`config.mk`:
```
export PLATFORM = sky130hd
export DESIGN_NAME = uart_with_fifos_and_autoflow
export DESIGN_NICKNAME = d
export VERILOG_FILES = /design/src/common/uart_pkg.sv /design/src/common/uart_fifo_if.sv /design/src/uart_fifo.sv /design/src/uart_baud.sv /design/src/uart_with_fifos_and_autoflow.sv
export SDC_FILE = /design/constraint.sdc
export NUM_CORES = 1
export LEC_CHECK = 0
export BUFFER_PORTS_ARGS = -buffer_cell sky130_fd_sc_hd__buf_4
export CORE_MARGIN = 2
export CORE_UTILIZATION = 45
export CTS_CLUSTER_SIZE = 20
export DETAILED_ROUTE_END_ITERATION = 8
export SLEW_MARGIN = 20
export SYNTH_ARGS = -nofsm -noshare
export SYNTH_HDL_FRONTEND = slang
export SYNTH_SLANG_ARGS = --single-unit
```
`constraint.sdc`:
```
create_clock -name clk -period 4.5 [get_ports clk]
set_input_delay 0.675 -clock clk [delete_from_list [all_inputs] [get_ports clk]]
set_output_delay 0.675 -clock clk [all_outputs]
set_load 0.03 [all_outputs]
```
`src/common/uart_pkg.sv`:
```
// Purpose: Constants, types and helpers shared by the serial port design
// Assumes: clk is the divider reference; word-indexed register port
// Notes: Register fields sit in the low bits, unused bits read zero
package uart_pkg;
  // ============================================================
  // Register map (word index)
  localparam logic [2:0] ADDR_DATA = 3'h0;
  localparam logic [2:0] ADDR_DIV = 3'h1;
  localparam logic [2:0] ADDR_LCTL = 3'h2;
  localparam logic [2:0] ADDR_STATUS = 3'h3;
  localparam logic [2:0] ADDR_INTSTAT = 3'h4;
  localparam logic [2:0] ADDR_INTMASK = 3'h5;
  localparam logic [2:0] ADDR_DIAG = 3'h6;
  // ============================================================
  // Line control fields
  localparam int LC_LEN = 0;
  localparam int LC_STOP2 = 2;
  localparam int LC_PAREN = 3;
  localparam int LC_EVEN = 4;
  localparam int LC_BREAK = 5;
  localparam int LC_LOOP = 6;
  localparam int LC_ARTS = 7;
  localparam int LC_ACTS = 8;
  localparam int LC_TRIG = 9;
  localparam int LC_RTSON = 11;
  localparam logic [11:0] LC_FLOWBITS = 12'h980;
  // ============================================================
  // Event bits: status, mask and injection share this layout
  localparam int EV_RXTRIG = 0;
  localparam int EV_TXEMPTY = 1;
  localparam int EV_OVERRUN = 2;
  localparam int EV_PARITY = 3;
  localparam int EV_FRAMING = 4;
  localparam int EV_BREAK = 5;
  // ============================================================
  // Reset values and timing counts
  localparam logic [15:0] DIV_RST = 16'h0001;
  localparam logic [11:0] LCTL_RST = 12'h003;
  localparam logic [5:0] MASK_RST = 6'h00;
  localparam logic [5:0] BIT_LAST = 6'h0f;
  localparam logic [5:0] START_MID = 6'h07;
  localparam logic [5:0] STOP1_TICKS = 6'h10;
  localparam logic [5:0] STOP15_TICKS = 6'h18;
  localparam logic [5:0] STOP2_TICKS = 6'h20;
  localparam logic [4:0] FIFO_DEPTH = 5'h10;

  typedef enum logic [2:0] {RX_IDLE, RX_START, RX_DATA, RX_PAR, RX_STOP, RX_WAIT} rxState_t;
  typedef enum logic [2:0] {TX_IDLE, TX_START, TX_DATA, TX_PAR, TX_STOP} txState_t;

  function automatic logic [3:0] dataBits(input logic [1:0] len);
    return 4'h5 + {2'h0, len};
  endfunction

  function automatic logic [4:0] trigLevel(input logic [1:0] sel);
    logic [4:0] lvl;
    unique case (sel)
      2'h0: lvl = 5'h01;
      2'h1: lvl = 5'h04;
      2'h2: lvl = 5'h08;
      2'h3: lvl = 5'h0e;
    endcase
    return lvl;
  endfunction

  function automatic logic parityBit(input logic [7:0] d, input logic [1:0] len, input logic even);
    logic [7:0] m;
    m = 8'hff >> (2'h3 - len);
    return even ? ^(d & m) : ~^(d & m);
  endfunction
endpackage

```
`src/common/uart_fifo_if.sv`:
```
// Purpose: Push/pop port of a byte queue
// Assumes: Owner and user share one clock
// Notes: popData shows the head while not empty
`timescale 1ns/100ps
interface uart_fifo_if;
  logic push;
  logic [7:0] pushData;
  logic pop;
  logic [7:0] popData;
  logic [4:0] count;
  logic full;
  logic empty;
  modport store (input push, input pushData, input pop,
                 output popData, output count, output full, output empty);
  modport user (output push, output pushData, output pop,
                input popData, input count, input full, input empty);
endinterface

```
`src/uart_fifo.sv`:
```
// Purpose: Sixteen-byte first-in first-out queue
// Assumes: Push when full and pop when empty are ignored
// Notes: Head word read without latency
`timescale 1ns/100ps
module uart_fifo (
  input wire logic clk,
  input wire logic sys_rst,
  uart_fifo_if.store q
);
  logic [7:0] mem_r [16];
  logic [3:0] wrPtr_r;
  logic [3:0] rdPtr_r;
  logic [4:0] count_r;
  logic doPush;
  logic doPop;

  assign doPush = q.push && (count_r != uart_pkg::FIFO_DEPTH);
  assign doPop = q.pop && (count_r != 5'h00);

  always_ff @(posedge clk) begin
    if (doPush) begin
      mem_r[wrPtr_r] <= q.pushData;
    end
  end

  always_ff @(posedge clk) begin
    if (sys_rst) begin
      wrPtr_r <= 4'h0;
      rdPtr_r <= 4'h0;
      count_r <= 5'h00;
    end else begin
      if (doPush) wrPtr_r <= wrPtr_r + 4'h1;
      if (doPop) rdPtr_r <= rdPtr_r + 4'h1;
      count_r <= count_r + {4'h0, doPush} - {4'h0, doPop};
    end
  end

  assign q.popData = mem_r[rdPtr_r];
  assign q.count = count_r;
  assign q.full = count_r == uart_pkg::FIFO_DEPTH;
  assign q.empty = count_r == 5'h00;
endmodule

```
`src/uart_baud.sv`:
```
// Purpose: Sixteen-times bit clock enable from a divisor
// Assumes: Divisor zero behaves as one
// Notes: New divisor applies at once, to the period in progress
`timescale 1ns/100ps
module uart_baud (
  input wire logic clk,
  input wire logic sys_rst,
  input wire logic [15:0] divisor,
  output logic tick
);
  logic [15:0] cnt_r;
  logic [15:0] last;

  assign last = (divisor == 16'h0000) ? 16'h0000 : divisor - 16'h0001;

  always_ff @(posedge clk) begin
    if (sys_rst) begin
      cnt_r <= 16'h0000;
      tick <= 1'b0;
    end else if (cnt_r >= last) begin
      cnt_r <= 16'h0000;
      tick <= 1'b1;
    end else begin
      cnt_r <= cnt_r + 16'h0001;
      tick <= 1'b0;
    end
  end
endmodule

```
`src/uart_with_fifos_and_autoflow.sv`:
```
// Purpose: Serial transceiver with queues, flow control and DMA requests
// Assumes: clk is the divider reference; rxd and ctsN synchronous to clk
// Notes: HAS_FLOW selects the instance with RTS/CTS
//
// Local design decisions: the placing of the registers and the strobed register port.
`timescale 1ns/100ps
module uart_with_fifos_and_autoflow #(
  parameter bit HAS_FLOW = 1'b1
) (
  input wire logic clk,
  input wire logic sys_rst,
  input wire logic [2:0] addr,
  input wire logic [31:0] wrData,
  input wire logic wrStb,
  input wire logic rdStb,
  output logic [31:0] rdData,
  input wire logic rxd,
  input wire logic ctsN,
  output logic txd,
  output logic rtsN,
  output logic irq,
  output logic rxDmaReq,
  output logic txDmaReq
);
  // ============================================================
  // Configuration
  logic [15:0] div_r;
  logic [11:0] lctl_r;
  logic [5:0] intMask_r;
  logic [5:0] intStat_r;
  logic [1:0] lenSel;
  logic [3:0] nBits;
  logic parEn;
  logic parEven;
  logic brk;
  logic loop;
  logic autoRts;
  logic autoCts;
  logic rtsOn;
  logic [4:0] trig;
  logic [5:0] stopTicks;
  logic ctsOk;
  logic tick;

  assign lenSel = lctl_r[uart_pkg::LC_LEN +: 2];
  assign nBits = uart_pkg::dataBits(lenSel);
  assign parEn = lctl_r[uart_pkg::LC_PAREN];
  assign parEven = lctl_r[uart_pkg::LC_EVEN];
  assign brk = lctl_r[uart_pkg::LC_BREAK];
  assign loop = lctl_r[uart_pkg::LC_LOOP];
  assign autoRts = lctl_r[uart_pkg::LC_ARTS];
  assign autoCts = lctl_r[uart_pkg::LC_ACTS];
  assign rtsOn = lctl_r[uart_pkg::LC_RTSON];
  assign trig = uart_pkg::trigLevel(lctl_r[uart_pkg::LC_TRIG +: 2]);
  // Half stop only exists for five-bit characters
  assign stopTicks = !lctl_r[uart_pkg::LC_STOP2] ? uart_pkg::STOP1_TICKS :
                     (lenSel == 2'h0) ? uart_pkg::STOP15_TICKS : uart_pkg::STOP2_TICKS;
  assign ctsOk = !(HAS_FLOW && autoCts && ctsN);

  always_ff @(posedge clk) begin
    if (sys_rst) begin
      div_r <= uart_pkg::DIV_RST;
      lctl_r <= uart_pkg::LCTL_RST;
      intMask_r <= uart_pkg::MASK_RST;
    end else if (wrStb) begin
      unique case (addr)
        uart_pkg::ADDR_DIV: div_r <= wrData[15:0];
        // Modem bits stay zero on instances without the pins
        uart_pkg::ADDR_LCTL: lctl_r <= HAS_FLOW ? wrData[11:0] :
                                       (wrData[11:0] & ~uart_pkg::LC_FLOWBITS);
        uart_pkg::ADDR_INTMASK: intMask_r <= wrData[5:0];
        default: ;
      endcase
    end
  end

  // Clock as reference caps the bit rate at 1.25 MHz, inside both limits
  uart_baud baudGen (
    .clk(clk),
    .sys_rst(sys_rst),
    .divisor(div_r),
    .tick(tick)
  );

  // ============================================================
  // Queues
  uart_fifo_if txQ ();
  uart_fifo_if rxQ ();

  uart_fifo txFifo (
    .clk(clk),
    .sys_rst(sys_rst),
    .q(txQ)
  );

  uart_fifo rxFifo (
    .clk(clk),
    .sys_rst(sys_rst),
    .q(rxQ)
  );

  // ============================================================
  // Transmitter
  uart_pkg::txState_t txState_r;
  logic [5:0] txCnt_r;
  logic [2:0] txBit_r;
  logic [7:0] txShift_r;
  logic txPar_r;
  logic txLine_r;
  logic txPop;
  logic txBitEnd;

  assign txPop = (txState_r == uart_pkg::TX_IDLE) && !txQ.empty && ctsOk;
  assign txQ.pop = txPop;
  assign txQ.push = wrStb && (addr == uart_pkg::ADDR_DATA);
  assign txQ.pushData = wrData[7:0];
  assign txBitEnd = tick && (txCnt_r == ((txState_r == uart_pkg::TX_STOP) ?
                             stopTicks - 6'h01 : uart_pkg::BIT_LAST));

  always_ff @(posedge clk) begin
    if (sys_rst) begin
      txState_r <= uart_pkg::TX_IDLE;
      txCnt_r <= 6'h00;
      txBit_r <= 3'h0;
      txShift_r <= 8'h00;
      txPar_r <= 1'b0;
      txLine_r <= 1'b1;
    end else if (txState_r == uart_pkg::TX_IDLE) begin
      txLine_r <= 1'b1;
      if (txPop) begin
        txShift_r <= txQ.popData;
        txPar_r <= uart_pkg::parityBit(txQ.popData, lenSel, parEven);
        txLine_r <= 1'b0;
        txCnt_r <= 6'h00;
        txState_r <= uart_pkg::TX_START;
      end
    end else if (tick && !txBitEnd) begin
      txCnt_r <= txCnt_r + 6'h01;
    end else if (txBitEnd) begin
      txCnt_r <= 6'h00;
      unique case (txState_r)
        uart_pkg::TX_START: begin
          txLine_r <= txShift_r[0];
          txBit_r <= 3'h0;
          txState_r <= uart_pkg::TX_DATA;
        end
        uart_pkg::TX_DATA: begin
          if ({1'b0, txBit_r} == nBits - 4'h1) begin
            txLine_r <= parEn ? txPar_r : 1'b1;
            txState_r <= parEn ? uart_pkg::TX_PAR : uart_pkg::TX_STOP;
          end else begin
            txLine_r <= txShift_r[1];
            txShift_r <= {1'b0, txShift_r[7:1]};
            txBit_r <= txBit_r + 3'h1;
          end
        end
        uart_pkg::TX_PAR: begin
          txLine_r <= 1'b1;
          txState_r <= uart_pkg::TX_STOP;
        end
        default: txState_r <= uart_pkg::TX_IDLE;
      endcase
    end
  end

  // Loopback keeps the pin idle so the far end sees no traffic; break still drives it low
  always_ff @(posedge clk) begin
    if (sys_rst) begin
      txd <= 1'b1;
    end else begin
      txd <= brk ? 1'b0 : (loop ? 1'b1 : txLine_r);
    end
  end

  // ============================================================
  // Receiver
  uart_pkg::rxState_t rxState_r;
  logic [5:0] rxCnt_r;
  logic [2:0] rxBit_r;
  logic [7:0] rxShift_r;
  logic rxParBad_r;
  logic rxPush_r;
  logic evOvr_r;
  logic evPar_r;
  logic evFrm_r;
  logic evBrk_r;
  logic rxLine;
  logic rxSample;

  assign rxLine = loop ? txLine_r : rxd;
  assign rxSample = tick && (rxCnt_r == uart_pkg::BIT_LAST);
  assign rxQ.push = rxPush_r;
  assign rxQ.pushData = rxShift_r;
  assign rxQ.pop = rdStb && (addr == uart_pkg::ADDR_DATA) && !rxQ.empty;

  always_ff @(posedge clk) begin
    if (sys_rst) begin
      rxState_r <= uart_pkg::RX_IDLE;
      rxCnt_r <= 6'h00;
      rxBit_r <= 3'h0;
      rxShift_r <= 8'h00;
      rxParBad_r <= 1'b0;
      rxPush_r <= 1'b0;
      evOvr_r <= 1'b0;
      evPar_r <= 1'b0;
      evFrm_r <= 1'b0;
      evBrk_r <= 1'b0;
    end else begin
      rxPush_r <= 1'b0;
      evOvr_r <= 1'b0;
      evPar_r <= 1'b0;
      evFrm_r <= 1'b0;
      evBrk_r <= 1'b0;
      if (tick && !rxSample) rxCnt_r <= rxCnt_r + 6'h01;
      unique case (rxState_r)
        uart_pkg::RX_IDLE: begin
          rxCnt_r <= 6'h00;
          if (!rxLine) rxState_r <= uart_pkg::RX_START;
        end
        uart_pkg::RX_START: begin
          if (tick && rxCnt_r == uart_pkg::START_MID) begin
            rxCnt_r <= 6'h00;
            rxBit_r <= 3'h0;
            rxShift_r <= 8'h00;
            rxParBad_r <= 1'b0;
            // A glitch that is gone by mid-bit is not a start
            rxState_r <= rxLine ? uart_pkg::RX_IDLE : uart_pkg::RX_DATA;
          end
        end
        uart_pkg::RX_DATA: begin
          if (rxSample) begin
            rxCnt_r <= 6'h00;
            rxShift_r[rxBit_r] <= rxLine;
            if ({1'b0, rxBit_r} == nBits - 4'h1) begin
              rxState_r <= parEn ? uart_pkg::RX_PAR : uart_pkg::RX_STOP;
            end else begin
              rxBit_r <= rxBit_r + 3'h1;
            end
          end
        end
        uart_pkg::RX_PAR: begin
          if (rxSample) begin
            rxCnt_r <= 6'h00;
            rxParBad_r <= rxLine != uart_pkg::parityBit(rxShift_r, lenSel, parEven);
            rxState_r <= uart_pkg::RX_STOP;
          end
        end
        uart_pkg::RX_STOP: begin
          if (rxSample) begin
            rxCnt_r <= 6'h00;
            if (!rxLine && rxShift_r == 8'h00) begin
              evBrk_r <= 1'b1;
            end else begin
              rxPush_r <= !rxQ.full;
              evOvr_r <= rxQ.full;
              evFrm_r <= !rxLine;
              evPar_r <= rxParBad_r;
            end
            // Held-low line must rise before a new start is taken
            rxState_r <= rxLine ? uart_pkg::RX_IDLE : uart_pkg::RX_WAIT;
          end
        end
        uart_pkg::RX_WAIT: begin
          rxCnt_r <= 6'h00;
          if (rxLine) rxState_r <= uart_pkg::RX_IDLE;
        end
        default: rxState_r <= uart_pkg::RX_IDLE;
      endcase
    end
  end

  // ============================================================
  // Interrupt status, flow control and DMA
  logic [5:0] evSet;
  logic [5:0] inj;
  logic [5:0] clr;

  assign inj = (wrStb && addr == uart_pkg::ADDR_DIAG) ? wrData[5:0] : 6'h00;
  assign clr = (wrStb && addr == uart_pkg::ADDR_INTSTAT) ? wrData[5:0] : 6'h00;
  always_comb begin
    evSet = inj & 6'h3c;
    evSet[uart_pkg::EV_RXTRIG] = rxQ.count >= trig;
    evSet[uart_pkg::EV_TXEMPTY] = txPop && txQ.count == 5'h01;
    evSet[uart_pkg::EV_OVERRUN] = evSet[uart_pkg::EV_OVERRUN] | evOvr_r;
    evSet[uart_pkg::EV_PARITY] = evSet[uart_pkg::EV_PARITY] | evPar_r;
    evSet[uart_pkg::EV_FRAMING] = evSet[uart_pkg::EV_FRAMING] | evFrm_r;
    evSet[uart_pkg::EV_BREAK] = evSet[uart_pkg::EV_BREAK] | evBrk_r;
  end

  // Set wins over a clear in the same cycle
  always_ff @(posedge clk) begin
    if (sys_rst) begin
      intStat_r <= 6'h00;
      irq <= 1'b0;
    end else begin
      intStat_r <= (intStat_r & ~clr) | evSet;
      irq <= |(intStat_r & intMask_r);
    end
  end

  always_ff @(posedge clk) begin
    if (sys_rst) begin
      rtsN <= 1'b1;
      rxDmaReq <= 1'b0;
      txDmaReq <= 1'b0;
    end else begin
      rtsN <= !(HAS_FLOW && rtsOn && !(autoRts && rxQ.count >= trig));
      rxDmaReq <= rxQ.count >= trig;
      txDmaReq <= txQ.empty;
    end
  end

  // ============================================================
  // Register reads
  logic [31:0] statusWord;

  assign statusWord = {11'h000, txQ.count, 3'h0, rxQ.count, 3'h0, !ctsN,
                       txState_r == uart_pkg::TX_IDLE, txQ.empty, txQ.full, !rxQ.empty};

  always_ff @(posedge clk) begin
    if (sys_rst || !rdStb) begin
      rdData <= 32'h0000_0000;
    end else begin
      unique case (addr)
        uart_pkg::ADDR_DATA: rdData <= rxQ.empty ? 32'h0 : {24'h0, rxQ.popData};
        uart_pkg::ADDR_DIV: rdData <= {16'h0, div_r};
        uart_pkg::ADDR_LCTL: rdData <= {20'h0, lctl_r};
        uart_pkg::ADDR_STATUS: rdData <= statusWord;
        uart_pkg::ADDR_INTSTAT: rdData <= {26'h0, intStat_r};
        uart_pkg::ADDR_INTMASK: rdData <= {26'h0, intMask_r};
        default: rdData <= 32'h0000_0000;
      endcase
    end
  end
endmodule

```
=== Word level (Yosys, flattened, before mapping) ===
Memory sizes are Yosys's and may differ from the RTL's. A register that Yosys moved wholly into a read port is not among the register bits.
Index checks and enable logic that the tools add are counted.

* Memories: 2
* Flip-flop bits (word level): 168
* Logic and storage cells: 267
* Bits in writable memories: 256
* Output and inout port bits: 37
* Input bits: 41

{| class="wikitable"
|+ Memories
! name !! depth !! width !! rd ports !! clocked after memory_dff !! wr ports !! RTL line !! source
|-
| rxFifo.mem_r || 16 || 8 || 1 || 1 || 1 || uart_fifo.sv:10 || <nowiki>logic [7:0] mem_r [16];</nowiki>
|-
| txFifo.mem_r || 16 || 8 || 1 || 1 || 1 || uart_fifo.sv:10 ||
|}

* Add/sub/neg operators: 18
* Equality and inequality tests: 42
* Reduce and logical (&&, ||, !) cells: 75
* Muxes and demuxes: 77
* Bitwise operators: 14
* $lt $le $gt $ge: 4
* Shift operators: 1

{| class="wikitable"
|+ Operators with widths
! kind !! number
|-
| $pmux W21 S6 || 1
|-
| $mux W6 || 12
|-
| $mux W8 || 9
|-
| $mux W3 || 18
|-
| $logic_and A1 B1 Y1 || 22
|-
| $ne A2 B2 Y1 const B || 11
|-
| $mux W1 || 20
|-
| $pmux W5 S4 || 1
|-
| $eq A3 B2 Y1 const B || 6
|-
| $eq A3 B3 Y1 const B || 6
|-
| $pmux W3 S6 || 1
|-
| $pmux W6 S3 || 1
|-
| $add A16 B1 Y16 const B || 1
|-
| $add A4 B1 Y4 const B || 4
|-
| $and A8 B8 Y8 || 2
|-
| $ge A16 B16 Y1 || 1
|-
| $logic_not A16 Y1 || 1
|-
| $mux W16 || 1
|-
| $mux W4 || 4
|-
| $pmux W8 S2 || 1
|-
| $reduce_xnor A8 Y1 || 2
|-
| $reduce_xor A8 Y1 || 2
|-
| $sub A16 B1 Y16 const B || 1
|-
| $add A6 B1 Y6 const B || 2
|-
| 55 further kinds || 101
|}

=== Depth between registers and ports, before layout ===
Gate-level depths: netlist (run 1).

* Word-level depth: 11
* Mapped depth: 17
* Gate-level depth less buffers: 16

=== By module ===
From an unflattened synthesis (run 1), not the netlist that was laid out.

* Cell total of the unflattened synthesis: 1458
* Area total of the unflattened synthesis: 18616.6 um^2

{| class="wikitable"
|+ Modules (own cells, without submodules)
! module !! times used !! cells an instance !! area an instance (um^2) !! seq. area each (um^2)
|-
| uart_fifo at txFifo || 1 || 309 || 5790.6 || 4184.0
|-
| uart_fifo at rxFifo || 1 || 309 || 5763.0 || 4184.0
|-
| uart_with_fifos_and_autoflow || 1 || 658 || 5579.1 || 2282.2
|-
| uart_baud || 1 || 182 || 1483.9 || 340.3
|}

=== Least setup slack after synthesis (run 1) ===
No wires, ideal clock.

* Path type: register to register
* From: register div_r[10]
* To: register baudGen.cnt_r[10]
* Library setup time: 132 ps
* Period minus slack after synthesis: 3634 ps
* Path buffers: 2
* Arrival time: 3502 ps
* Slack: 866 ps
* Cell stages (with the launch flop): 18
* Required time: 4368 ps
* Cells stage by stage: dfxtp_1 > or4_1 > nor2_1 > nand2_1 > or3_1 > clkbuf_1 > and2_1 > ha_1 > nand2b_1 > a21o_1 > a21o_1 > a21o_1 > a21o_1 > a21oi_1 > o311a_1 > o21ai_1 > clkbuf_1 > nor3_1

* Cells in the longest elaborated chain, start to end: 4
* Elaborated cells between the ends (all ways): 5
* Classes of those cells: 1 x add/sub; 1 x order compare; 1 x mux; 2 x reduce/logical

{| class="wikitable"
|+ RTL lines
! what !! RTL line !! source
|-
| from (decl) || uart_with_fifos_and_autoflow.sv:27 || <nowiki>logic [15:0] div_r;</nowiki>
|-
| from (signal assigned) || uart_with_fifos_and_autoflow.sv:62 || <nowiki>div_r <= uart_pkg::DIV_RST;</nowiki>
|-
| from (signal assigned) || uart_with_fifos_and_autoflow.sv:67 || <nowiki>uart_pkg::ADDR_DIV: div_r <= wrData[15:0];</nowiki>
|-
| $sub A16 B1 Y16 / $logic_not A16 Y1 (equally long branches) || uart_baud.sv:14 || <nowiki>assign last = (divisor == 16'h0000) ? 16'h0000 : divisor - 16'h0001;</nowiki>
|-
| $mux W16 (*) || uart_baud.sv:14 ||
|-
| $ge A16 B16 Y1 (*) || uart_baud.sv:20 || <nowiki>end else if (cnt_r >= last) begin</nowiki>
|-
| $reduce_or A2 Y1 (no line) (*) || -- ||
|-
| to (signal assigned) || uart_baud.sv:24 || <nowiki>cnt_r <= cnt_r + 16'h0001;</nowiki>
|-
| to (decl) || uart_baud.sv:11 || <nowiki>logic [15:0] cnt_r;</nowiki>
|}

Mark *: on every way between the ends. The rest lies on a longest branch, timed or not.
A chain may end at the register's enable or synchronous reset.

=== Worst setup path in the final report (run 1) ===
* From: register div_r[10]
* To: register baudGen.tick

* Cells in the longest elaborated chain, start to end: 4
* Elaborated cells between the ends (all ways): 5
* Classes of those cells: 1 x add/sub; 1 x order compare; 2 x mux; 1 x reduce/logical

{| class="wikitable"
|+ RTL lines
! what !! RTL line !! source
|-
| $sub A16 B1 Y16 / $logic_not A16 Y1 (equally long branches) || uart_baud.sv:14 ||
|-
| $mux W16 (*) || uart_baud.sv:14 ||
|-
| $ge A16 B16 Y1 (*) || uart_baud.sv:20 ||
|-
| $mux W1 (*) || uart_baud.sv:20 ||
|-
| to (signal assigned) || uart_baud.sv:19 || <nowiki>tick <= 1'b0;</nowiki>
|-
| to (signal assigned) || uart_baud.sv:22 || <nowiki>tick <= 1'b1;</nowiki>
|-
| to (signal assigned) || uart_baud.sv:25 || <nowiki>tick <= 1'b0;</nowiki>
|-
| to (decl) || uart_baud.sv:9 || <nowiki>output logic tick</nowiki>
|}

Marked as above.

==> flow_metrics.env, run 1 <==
export IMPL_result_of_the_run="completed"
export IMPL_pwr_density_cell_nw_per_um2=466.0
export IMPL_crit_top_cell="sky130_fd_sc_hd__a21o_1"
export IMPL_power_ir_vdd_worst_v=0.0003146
export IMPL_yosys_warnings=0
export IMPL_power_switching_mw=2.524
export IMPL_detailroute_via_count=11130
export IMPL_start_kind="flip-flop"
export IMPL_postCtsHoldBufs=0
export IMPL_synth_ff_latch_count=421
export IMPL_num_antenna_cells=0
export IMPL_routed_wl_mm=40.30
export IMPL_grt_pass1_vias=10840
export IMPL_portBuffers=50
export IMPL_start_util_pct=45.78
export IMPL_timing_worst_slew_pin_value_ps=1042
export IMPL_grt_start_max_net_pins=74
export IMPL_hold_path_startpoint="wrData[14]"
export IMPL_netlist_area_pre_place_um2=18230
export IMPL_cellLeakagePower_nw=7.085
export IMPL_critical_path_cell_chain="or4_1 -> nor2_1 -> nand2_1 -> or3_1 -> and2_1 -> ha_1 -> nand2b_1 -> a21o_1 -> a21o_1 -> a21o_1 -> a21o_1 -> a21oi_1 -> o311a_1 -> o21ai_2 -> nor2b_1"
export IMPL_clock_sink_count=421
export IMPL_first_pass_iters=6
export IMPL_placedInstanceArea_um2=19080
export IMPL_worst_path_dominant_cell_family="simple AND/OR/NAND/NOR gates"
export IMPL_die_height_um=205.3
export IMPL_post_drt_via_cell_ratio=5.479
export IMPL_design_final_nets=1564
export IMPL_power_share_combinational_pct=17.1
export IMPL_seq_power_share_pct=45.8
export IMPL_switching_share_pct=26.40
export IMPL_worst_setup_path_startpoint="div_r[10]"
export IMPL_synth_async_reset_ratio_pct=0
export IMPL_routed_wire_length_per_instance_um=19.83
export IMPL_layout_drive_gt1_share_pct=14.40
export IMPL_grtUsageTotal_pct=19.52
export IMPL_route_detailed_drc=0
export IMPL_row_count=73
export IMPL_grt_first_pass_wirelength_mm=62.43
export IMPL_cp_slowest_cell="sky130_fd_sc_hd__or4_1"
export IMPL_synth_sequential_area_ratio_pct=60.29
export IMPL_max_cap_violations=0
export IMPL_clockRootBuffer="sky130_fd_sc_hd__clkbuf_16"
export IMPL_crit_path_class="flip-flop to flip-flop"
export IMPL_cts_inserted_buffers=46
export IMPL_shortest_period_the_worst_path_allows_ps=3748
export IMPL_min_path_type="primary input to flip-flop"
export IMPL_placed_wire_length_estimate_mm=26.88
export IMPL_areaGrowthSynthToFinish_pct=12.54
export IMPL_synth_main_ff_cell="sky130_fd_sc_hd__edfxtp_1"
export IMPL_floorplan_core_area_um2=39820
export IMPL_internal_power_mw=7.036
export IMPL_syn_instance_count=1420
export IMPL_design_die_area_um2=42140
export IMPL_cts_setup_buffers=0
export IMPL_power_clock_fraction_pct=37.2
export IMPL_drtAntennaViolNets=0
export IMPL_r2r_start="div_r[10]"
export IMPL_finalCritPeriodShare_pct=83.29
export IMPL_gpl_final_weighted_congestion=0.8324
export IMPL_postCtsResizedCells=0
export IMPL_htree_num_levels=2
export IMPL_setup_viol_count_final=0
export IMPL_gr_total_overflow=0
export IMPL_path_buf_inv=0
export IMPL_pin_count=78
export IMPL_antenna_found_initial=0
export IMPL_fmax_ghz=0.2668
export IMPL_cts_reportedPaths_clkPinSlew_ps=60
export IMPL_worstSetupEndpointType="flip-flop"
export IMPL_ys_types=71
export IMPL_cp_required_ps=5000
export IMPL_finalMaxSlewViolations=0
export IMPL_cts_path_max_buffers=3
export IMPL_synth_edff_count=256
export IMPL_hold_viol_final=0
export IMPL_syn_mean_instance_area_um2=12.84
export IMPL_worst_endpoint_data_arrival_time_ps=4250
export IMPL_design_area_um2=20520
export IMPL_tns_ps=0
export IMPL_drtIter0Drc=874
export IMPL_cp_slowest_stage_delay_ps=560
export IMPL_unrepaired_setup_endpoints_after_global_routing="no"
export IMPL_die_x_um=205.3
export IMPL_clock_latency_at_the_later_pin_of_the_worst_skew_pair_ps=570
export IMPL_crit_path_max_fanout=17
export IMPL_fin_worst_skew_ps=28.47
export IMPL_slew_limit_headroom_pct=29.63
export IMPL_cts_tree="yes"
[power groups by stage]
| stage | registers, mW | clock network [mW] | logic [mW] |
|---|---|---|---|
| after floorplan | 4.39 | 0 | 1.30 |
| after global placement | 4.46 | 0 | 1.62 |
| after detailed placement | 4.46 | 0 | 1.64 |
| after CTS | 4.38 | 3.63 | 1.65 |
| after global routing | 4.40 | 3.80 | 1.81 |
| final | 4.38 | 3.55 | 1.63 |
[synthesized netlist by cell type, types with 8 or more instances]
cell	n	area, um^2
sky130_fd_sc_hd__edfxtp_1	256	7687
sky130_fd_sc_hd__dfxtp_1	165	3303
sky130_fd_sc_hd__nand2_1	155	581.8
sky130_fd_sc_hd__nor2_1	124	465.5
sky130_fd_sc_hd__a21oi_1	79	395.4
sky130_fd_sc_hd__mux4_2	58	1306
sky130_fd_sc_hd__ha_1	51	638.1
sky130_fd_sc_hd__clkbuf_1	50	187.7
sky130_fd_sc_hd__inv_1	41	153.9
sky130_fd_sc_hd__xor2_1	38	332.8
sky130_fd_sc_hd__and2_1	33	206.5
sky130_fd_sc_hd__mux2i_1	33	330.3
sky130_fd_sc_hd__nor3_1	33	165.2
sky130_fd_sc_hd__xnor2_1	32	280.3
sky130_fd_sc_hd__nand3_1	31	155.2
sky130_fd_sc_hd__a22oi_1	19	142.6
sky130_fd_sc_hd__nor2b_1	17	106.4
sky130_fd_sc_hd__nand4_1	15	93.84
sky130_fd_sc_hd__nand2b_1	14	87.58
sky130_fd_sc_hd__a221oi_1	13	113.9
sky130_fd_sc_hd__mux4_1	12	315.3
sky130_fd_sc_hd__buf_4	11	82.58
sky130_fd_sc_hd__o21ai_0	11	55.05
sky130_fd_sc_hd__a21o_1	10	75.07
sky130_fd_sc_hd__and3_1	9	56.30
sky130_fd_sc_hd__or3_1	9	56.30
sky130_fd_sc_hd__nor4_1	8	50.05
[per-layer routing]
layer	part of all wire, %	global-route usage (%)	up-vias
li1	-	-	5319
met1	47	27.43	5527
met2	46	31.29	224
met3	4.3	3.199	63
met4	2.4	5.807	0
met5	0	0	-
[stage by stage]
| step | total power [mW] | hold slack [ps] | cells | worst slack [ps] | util, % |
|---|---|---|---|---|---|
| 6_report | 9.561 | 370.9 | 2032 | 751.8 | 51.52 |
| 5_1_grt | 10.01 | 362.4 | 2032 | 497.4 | 51.52 |
| 4_1_cts | 9.663 | 349.3 | 2032 | 342.5 | 51.49 |
| 3_5_place_dp | 6.099 | 413.0 | 1947 | 364.9 | 47.91 |
| 3_3_place_gp | 6.077 | 409.4 | 1947 | 449.7 | 47.91 |
| 2_1_floorplan | 5.692 | 397.1 | 1430 | 866.5 | - |
[worst reg2reg max path, stage by stage, from the launching register on]
cell and delay [ps]:
sky130_fd_sc_hd__dfxtp_1 370, sky130_fd_sc_hd__or4_1 560, sky130_fd_sc_hd__nor2_1 120, sky130_fd_sc_hd__nand2_1 80
sky130_fd_sc_hd__or3_1 380, sky130_fd_sc_hd__and2_1 170, sky130_fd_sc_hd__ha_1 260, sky130_fd_sc_hd__nand2b_1 90
sky130_fd_sc_hd__a21o_1 100, sky130_fd_sc_hd__a21o_1 100, sky130_fd_sc_hd__a21o_1 110, sky130_fd_sc_hd__a21o_1 120
sky130_fd_sc_hd__a21oi_1 80, sky130_fd_sc_hd__o311a_1 370, sky130_fd_sc_hd__o21ai_2 550, sky130_fd_sc_hd__nor2b_1 210
[registers in the layout, indices dropped and copies added (netlist names), 8 cells and up, named ones only]
register       count
rxFifo.mem_r     128
txFifo.mem_r     128
rdData            21
baudGen.cnt_r     16
div_r             16
lctl_r            12
rxQ.pushData       8
txShift_r          8
[placed cells by master, fill, tap and decap left out, types with 13 or more instances in the layout]
master,instances
sky130_fd_sc_hd__buf_4,67
sky130_fd_sc_hd__ha_1,51
sky130_fd_sc_hd__mux4_2,58
sky130_fd_sc_hd__nand3_1,31
sky130_fd_sc_hd__nand4_1,15
sky130_fd_sc_hd__edfxtp_1,256
sky130_fd_sc_hd__dfxtp_1,163
sky130_fd_sc_hd__a21oi_1,79
sky130_fd_sc_hd__nor3_1,29
sky130_fd_sc_hd__xor2_1,38
sky130_fd_sc_hd__nand2_1,155
sky130_fd_sc_hd__mux2i_1,33
sky130_fd_sc_hd__nand2b_1,14
sky130_fd_sc_hd__nor2_1,124
sky130_fd_sc_hd__xnor2_1,32
sky130_fd_sc_hd__a221oi_1,13
sky130_fd_sc_hd__and2_1,33
sky130_fd_sc_hd__nor2b_1,17
sky130_fd_sc_hd__a22oi_1,19
sky130_fd_sc_hd__inv_1,41
sky130_fd_sc_hd__clkbuf_16,47
[path summary, 6_finish.rpt]
path         slack (ps)  cells past startpoint      endpoint
min reg2reg         430                      1          rtsN
min                 370                      3     div_r[14]
max                 750                     15  baudGen.tick
max reg2reg         750                     15  baudGen.tick
[cells by family (layout without fill, tap and decap cells)]
logic type	Yosys count	after routing	synth area share, %
XOR/XNOR	71	71	3.493
flip-flops	421	421	60.29
AO/OA/AOI/OAI	173	173	6.184
adder cells (fa/ha/maj)	53	53	3.720
AND/OR/NAND/NOR	473	473	12.20
other	1	11	0.02057
buffers and inverters	118	195	2.958
multiplexers	110	110	11.14
[layout make-up]
cell class              count  area (um^2)
inverters                  43        161.4
well taps                 525        656.9
multi-input cells         891         6774
clock buffers              66         1311
clock inverters            19        116.4
repair buffers             67        503.0
fillers                  3474        19310
flip-flops and latches    421        10990
No activity file was read; power rests on OpenSTA's default activity.
==> run 2, diff against run 1 <==
==> constraint.sdc (replaced) <==
create_clock -name clk -period 3.6 [get_ports clk]
set_input_delay 0.54 -clock clk [delete_from_list [all_inputs] [get_ports clk]]
set_output_delay 0.54 -clock clk [all_outputs]
set_load 0.03 [all_outputs]
==> run 2 against run 1 <==
Against the previous run:
- total power increased by 28%
- core utilization is 0.87 points higher
- non-clock buffer count increased by 29
- critical path type unchanged
- highest routed layer is now met5
==> flow_metrics.env, run 2 (same netlist as run 1, synthesis figures left out) <==
export IMPL_result_of_the_run="completed"
export IMPL_grt_pass1_vias=10860
export IMPL_clockRootBuffer="sky130_fd_sc_hd__clkbuf_16"
export IMPL_cts_path_max_buffers=3
export IMPL_floorplan_core_area_um2=39820
export IMPL_min_path_type="primary input to flip-flop"
export IMPL_drtAntennaViolNets=0
export IMPL_htree_num_levels=2
export IMPL_die_x_um=205.3
export IMPL_grt_first_pass_wirelength_mm=62.78
export IMPL_design_die_area_um2=42140
export IMPL_pwr_density_cell_nw_per_um2=587.8
export IMPL_placed_wire_length_estimate_mm=27.52
export IMPL_routed_wl_mm=40.86
export IMPL_cp_required_ps=4030
export IMPL_clock_sink_count=421
export IMPL_start_kind="flip-flop"
export IMPL_gr_total_overflow=0
export IMPL_cellLeakagePower_nw=7.277
export IMPL_mostFrequentLayoutCells="sky130_fd_sc_hd__edfxtp_1, sky130_fd_sc_hd__dfxtp_1, sky130_fd_sc_hd__nand2_1"
export IMPL_rrSetupSlack_ps=100
export IMPL_slew_limit_headroom_pct=33.43
export IMPL_tns_ps=0
export IMPL_setup_viol_count_final=0
export IMPL_gpl_final_weighted_congestion=0.8320
export IMPL_row_count=73
export IMPL_clock_latency_at_the_later_pin_of_the_worst_skew_pair_ps=580
export IMPL_cts_inserted_buffers=44
export IMPL_finalCritPeriodShare_pct=97.18
export IMPL_fmax_ghz=0.2858
export IMPL_cts_reportedPaths_clkPinSlew_ps=60
export IMPL_worst_path_dominant_cell_family="simple AND/OR/NAND/NOR gates"
export IMPL_power_ir_vdd_worst_v=0.0004463
export IMPL_design_final_nets=1591
export IMPL_seq_area_um2=10990
export IMPL_worstSetupEndpointType="flip-flop"
export IMPL_cts_tree="yes"
export IMPL_detailroute_via_count=11250
export IMPL_drtIter0Drc=729
export IMPL_hold_viol_final=0
export IMPL_portBuffers=50
export IMPL_fin_total_pwr_mw=12.26
export IMPL_route_detailed_drc=0
export IMPL_crit_path_max_fanout=5
export IMPL_timing_worst_slew_pin_value_ps=994.9
export IMPL_shortest_period_the_worst_path_allows_ps=3499
export IMPL_post_drt_via_cell_ratio=5.468
export IMPL_multi_input_comb_area_um2=6807
export IMPL_cp_slowest_stage_delay_ps=550
export IMPL_layout_drive_gt1_share_pct=16.63
export IMPL_areaGrowthSynthToFinish_pct=14.43
export IMPL_worst_endpoint_data_arrival_time_ps=3930
export IMPL_first_pass_iters=6
export IMPL_die_height_um=205.3
export IMPL_path_buf_inv=1
export IMPL_grt_start_max_net_pins=70
export IMPL_crit_top_cell="sky130_fd_sc_hd__a21o_1"
export IMPL_num_antenna_cells=0
export IMPL_finalMaxSlewViolations=0
export IMPL_cp_slowest_cell="sky130_fd_sc_hd__or4_4"
export IMPL_fin_worst_skew_ps=21.76
export IMPL_fillCellCount=3423
export IMPL_routed_wire_length_per_instance_um=19.86
export IMPL_critical_path_cell_chain="or4_4 -> nor2_4 -> nand2_2 -> or3_4 -> and2_4 -> ha_1 -> nand2b_4 -> a21o_1 -> a21o_1 -> a21o_1 -> a21o_1 -> a21oi_2 -> o311a_1 -> o21ai_4 -> clkbuf_16 -> nor2b_1"
export IMPL_crit_path_class="flip-flop to flip-flop"
export IMPL_antenna_found_initial=1
export IMPL_start_util_pct=45.78
export IMPL_mostFrequentLayoutCell="sky130_fd_sc_hd__edfxtp_1"
export IMPL_pin_count=78
export IMPL_grtUsageTotal_pct=19.59
export IMPL_max_cap_violations=0
export IMPL_layout_top_registers="rxFifo.mem_r x128, txFifo.mem_r x128, rdData x21"
## run 2: final cells by class
class / count / area share (%)
Clock inverter: 23 / 1.313
Multi-Input combinational cell: 891 / 32.63
Clock buffer: 59 / 5.740
Inverter: 43 / 0.7737
Tap cell: 525 / 3.149
Timing Repair Buffer: 96 / 3.695
Sequential cell: 421 / 52.70
## run 2: metal layers
metal	vias to the layer above	global-route usage, %	part of all wire (%)
li1	5357	-	-
met1	5553	27.52	46
met2	274	31.47	47
met3	67	3.358	5.0
met4	2	5.498	2.2
met5	-	0	0.037
## run 2: stage by stage
stage               hold slack, ps  area, um^2  setup slack (ps)  std cells  utilization [%]
finish                       210.5       20860             101.4       2058            52.38
global route                 196.5       20860            -23.96       2058            52.38
CTS                          178.3       20760             31.77       2056            52.14
detailed placement           417.6       19290             43.18       1974            48.44
global placement             416.4       19290             48.51       1974            48.44
floorplan                    397.1       18270             32.04       1430                -
## run 2: timing repair
| action | in CTS | in global routing |
|---|---|---|
| buffers inserted | 0 | 0 |
| endpoints found under the setup margin | 0 | 17 |
| hold buffers | 0 | 0 |
| gates resized for setup | 0 | 17 |
| hold endpoints to repair | 0 | 0 |
## run 2: final timing paths
path                    from            to  cells after the start
setup / recovery   div_r[13]  baudGen.tick                     16
setup reg to reg   div_r[13]  baudGen.tick                     16
hold / removal    wrData[15]     div_r[15]                      3
hold reg to reg   lctl_r[11]          rtsN                      1
## run 2: worst register-to-register path, cell delays in order (launching register included)
cell and delay, ps:
sky130_fd_sc_hd__dfxtp_2 320, sky130_fd_sc_hd__or4_4 550, sky130_fd_sc_hd__nor2_4 130, sky130_fd_sc_hd__nand2_2 70
sky130_fd_sc_hd__or3_4 350, sky130_fd_sc_hd__and2_4 160, sky130_fd_sc_hd__ha_1 270, sky130_fd_sc_hd__nand2b_4 140
sky130_fd_sc_hd__a21o_1 160, sky130_fd_sc_hd__a21o_1 170, sky130_fd_sc_hd__a21o_1 170, sky130_fd_sc_hd__a21o_1 160
sky130_fd_sc_hd__a21oi_2 130, sky130_fd_sc_hd__o311a_1 220, sky130_fd_sc_hd__o21ai_4 100, sky130_fd_sc_hd__clkbuf_16 170
sky130_fd_sc_hd__nor2b_1 120
## run 2: report_power, final
group | switching (mW) | total, mW | internal [mW]
clock | 1.91 | 4.62 | 2.72
combinational | 1.14 | 2.18 | 1.03
sequential | 0.206 | 5.46 | 5.26
total | 3.25 | 12.3 | 9.01
==> run 3, diff against run 2 <==
--- a/config.mk
+++ b/config.mk
@@ -5,6 +5,7 @@
 export SDC_FILE = /design/constraint.sdc
 export NUM_CORES = 1
 export LEC_CHECK = 0
+export ABC_AREA = 1
 export BUFFER_PORTS_ARGS = -buffer_cell sky130_fd_sc_hd__buf_4
 export CORE_MARGIN = 2
 export CORE_UTILIZATION = 45
==> run 3 against run 2 <==
Against the previous run:
- first-iteration DRC count rose by 47%
- synthesized cell count rose by 40%
- via count rose by 23%
- register-to-register slack improved by 390 ps
- combinational power rose by 29%
- worst hold slack got worse by 5.9 ps
- total power rose by 5.9%
- non-clock buffer count fell by 20
- global-route usage rose by 1.4 points
- largest cell class unchanged
- highest routed layer is now met4
==> flow_metrics.env, run 3 <==
export IMPL_min_path_type="primary input to flip-flop"
export IMPL_start_util_pct=45.76
export IMPL_synth_edff_count=256
export IMPL_cp_slowest_stage_delay_ps=320
export IMPL_slew_limit_headroom_pct=26.04
export IMPL_fmax_ghz=0.3219
export IMPL_cp_required_ps=4040
export IMPL_groute_layer_met1_usage_pct=30.00
export IMPL_drtIter0Drc=1070
export IMPL_timing_worst_slew_pin_value_ps=1108
export IMPL_crit_top_cell="sky130_fd_sc_hd__nand2_1"
export IMPL_grt_use_met2_pct=33.73
export IMPL_fillCellCount=3712
export IMPL_postCtsResizedCells=0
export IMPL_crit_path_max_fanout=16
export IMPL_worst_endpoint_data_arrival_time_ps=3550
export IMPL_internal_power_mw=8.910
export IMPL_mostFrequentLayoutCell="sky130_fd_sc_hd__nand2_1"
export IMPL_multi_input_comb_area_um2=6553
export IMPL_path_buf_inv=5
export IMPL_pwr_density_cell_nw_per_um2=615.9
export IMPL_globalRoute_busiestLayer="met2"
export IMPL_max_cap_violations=0
export IMPL_crit_path_class="flip-flop to flip-flop"
export IMPL_synth_main_ff_cell="sky130_fd_sc_hd__edfxtp_1"
export IMPL_die_height_um=208.2
export IMPL_synth_common_cells="sky130_fd_sc_hd__nand2_1, sky130_fd_sc_hd__nor2_1, sky130_fd_sc_hd__edfxtp_1"
export IMPL_num_antenna_cells=0
export IMPL_cts_setup_buffers=0
export IMPL_cts_reportedPaths_clkPinSlew_ps=60
export IMPL_ys_types=51
export IMPL_synth_ff_latch_count=421
export IMPL_synth_sequential_area_ratio_pct=58.56
export IMPL_seq_area_um2=10990
export IMPL_routed_wire_length_per_instance_um=17.69
export IMPL_drtAntennaViolNets=0
export IMPL_design_final_nets=2124
export IMPL_dp_slack_ps=394.9
export IMPL_setup_viol_count_final=0
export IMPL_finalCritPeriodShare_pct=86.30
export IMPL_seq_power_share_pct=42.6
export IMPL_result_of_the_run="completed"
export IMPL_mostFrequentLayoutCells="sky130_fd_sc_hd__nand2_1, sky130_fd_sc_hd__nor2_1, sky130_fd_sc_hd__edfxtp_1"
export IMPL_start_kind="flip-flop"
export IMPL_synthDominantAreaCellType="sky130_fd_sc_hd__edfxtp_1"
export IMPL_cts_tree="yes"
export IMPL_clock_sink_count=421
export IMPL_worstSetupEndpointType="flip-flop"
export IMPL_syn_mean_instance_area_um2=9.464
export IMPL_synth_top_cell_area_share_pct=40.96
export IMPL_clock_latency_at_the_later_pin_of_the_worst_skew_pair_ps=570
export IMPL_fin_worst_skew_ps=17.71
export IMPL_power_share_combinational_pct=21.6
export IMPL_cp_slowest_cell="sky130_fd_sc_hd__dfxtp_1"
export IMPL_power_clock_fraction_pct=35.8
export IMPL_postLayoutSetupSlackWorst_ps=493.4
export IMPL_finalMaxSlewViolations=0
export IMPL_syn_instance_count=1983
export IMPL_post_drt_via_cell_ratio=5.326
export IMPL_unrepaired_setup_endpoints_after_global_routing="no"
export IMPL_antenna_found_initial=0
export IMPL_design_die_area_um2=43360
export IMPL_grt_first_pass_wirelength_mm=71.87
export IMPL_first_pass_iters=5
export IMPL_netlist_area_pre_place_um2=18770
export IMPL_shortest_period_the_worst_path_allows_ps=3107
export IMPL_grt_start_max_net_pins=70
export IMPL_detailroute_via_count=13840
export IMPL_grt_met3_usage_pct=3.336
export IMPL_htree_num_levels=2
export IMPL_clockRootBuffer="sky130_fd_sc_hd__clkbuf_16"
export IMPL_cellLeakagePower_nw=8.049
export IMPL_routed_wl_mm=45.95
export IMPL_die_x_um=208.2
export IMPL_placed_wire_length_estimate_mm=30.47
export IMPL_cts_path_max_buffers=3
export IMPL_hold_viol_final=0
export IMPL_power_switching_mw=4.073
export IMPL_portBuffers=50
export IMPL_row_count=74
export IMPL_switching_share_pct=31.37
export IMPL_postCtsHoldBufs=0
export IMPL_worst_path_dominant_cell_family="simple AND/OR/NAND/NOR gates"
export IMPL_areaGrowthSynthToFinish_pct=12.33
export IMPL_yosys_warnings=0
export IMPL_layout_top_registers="rxFifo.mem_r x128, txFifo.mem_r x128, rdData x21"
export IMPL_tns_ps=0
export IMPL_critical_path_cell_chain="inv_1 -> nand3_1 -> nor3_1 -> nand2_1 -> inv_1 -> nand2_1 -> inv_1 -> nand2_1 -> nor3_1 -> xor2_1 -> nand2_1 -> ha_1 -> nand2_1 -> inv_1 -> nand3_1 -> nor3_1 -> nand3_1 -> nand4_1 -> buf_4 -> nor3_1"
export IMPL_cts_inserted_buffers=44
export IMPL_synth_most_common_cell="sky130_fd_sc_hd__nand2_1"
export IMPL_grt_pass1_vias=13080
export IMPL_route_detailed_drc=0
export IMPL_synth_async_reset_ratio_pct=0
export IMPL_grtUsageTotal_pct=21.03
export IMPL_pin_count=78
export IMPL_layout_drive_gt1_share_pct=9.439
export IMPL_power_ir_vdd_worst_v=0.0004617
export IMPL_fin_total_pwr_mw=12.98
export IMPL_netlist_top_cells_area="sky130_fd_sc_hd__edfxtp_1, sky130_fd_sc_hd__dfxtp_1, sky130_fd_sc_hd__nand2_1"
export IMPL_gpl_final_weighted_congestion=0.9033
export IMPL_gr_total_overflow=0
export IMPL_floorplan_core_area_um2=41020
run 3: final cells by class:
type / instances / share of cell area [%]
clock inverter: 18 / 0.9199
sequential: 421 / 52.15
tap: 532 / 3.157
multi-input combinational: 1273 / 31.08
clock buffer: 64 / 6.167
inverter: 214 / 3.822
timing repair buffer: 76 / 2.706
run 3: path summary, 6_finish.rpt:
kind         startpoint                end  slack (ps)  depth (start not counted)
max            div_r[1]  baudGen.cnt_r[12]         490                         20
min          wrData[11]          div_r[11]         200                          3
max reg2reg    div_r[1]  baudGen.cnt_r[12]         490                         20
min reg2reg  lctl_r[11]               rtsN         430                          1
run 3: per-layer routing:
layer | vias to the layer above | routed length (um)
met4 | 0 | 799
met3 | 53 | 2604
met5 | - | 0
li1 | 6814 | -
met1 | 6586 | 21450
met2 | 384 | 21100
run 3: kinds of logic after synthesis:
kind of cell / after synthesis / synth area share (%)
simple gates: 793 / 17.79
flops: 421 / 58.56
compound gates: 382 / 11.71
buf+inv: 299 / 6.727
fa+ha+maj: 53 / 3.613
xor+xnor: 34 / 1.587
other cells: 1 / 0.01998
run 3: worst reg2reg max path: cells and delay by family (launching register included):
| kind | cells | cell delay (ps) |
|---|---|---|
| buffers and inverters | 5 | 580 |
| flip-flops | 1 | 320 |
| AND/OR/NAND/NOR | 13 | 1650 |
| adder cells (fa/ha/maj) | 1 | 290 |
| XOR/XNOR | 1 | 160 |
run 3: stage by stage:
step / hold slack, ps / instance area [um^2] / cells / utilization (%)
after global routing: 202.6 / 21080 / 2598 / 51.40
final: 204.6 / 21080 / 2598 / 51.40
after global placement: 421.3 / 19590 / 2516 / 47.75
after detailed placement: 407.9 / 19590 / 2516 / 47.75
after CTS: 180.1 / 21080 / 2598 / 51.40
after floorplan: 390.5 / 18810 / 1993 / -
run 3: power groups by stage:
stage / Clock (mW) / Combinational [mW] / Sequential, mW
finish: 4.64 / 2.81 / 5.53
global route: 4.92 / 3.21 / 5.56
CTS: 4.73 / 2.82 / 5.53
detailed placement: 0 / 2.81 / 5.63
global placement: 0 / 2.75 / 5.63
floorplan: 0 / 2.20 / 5.55
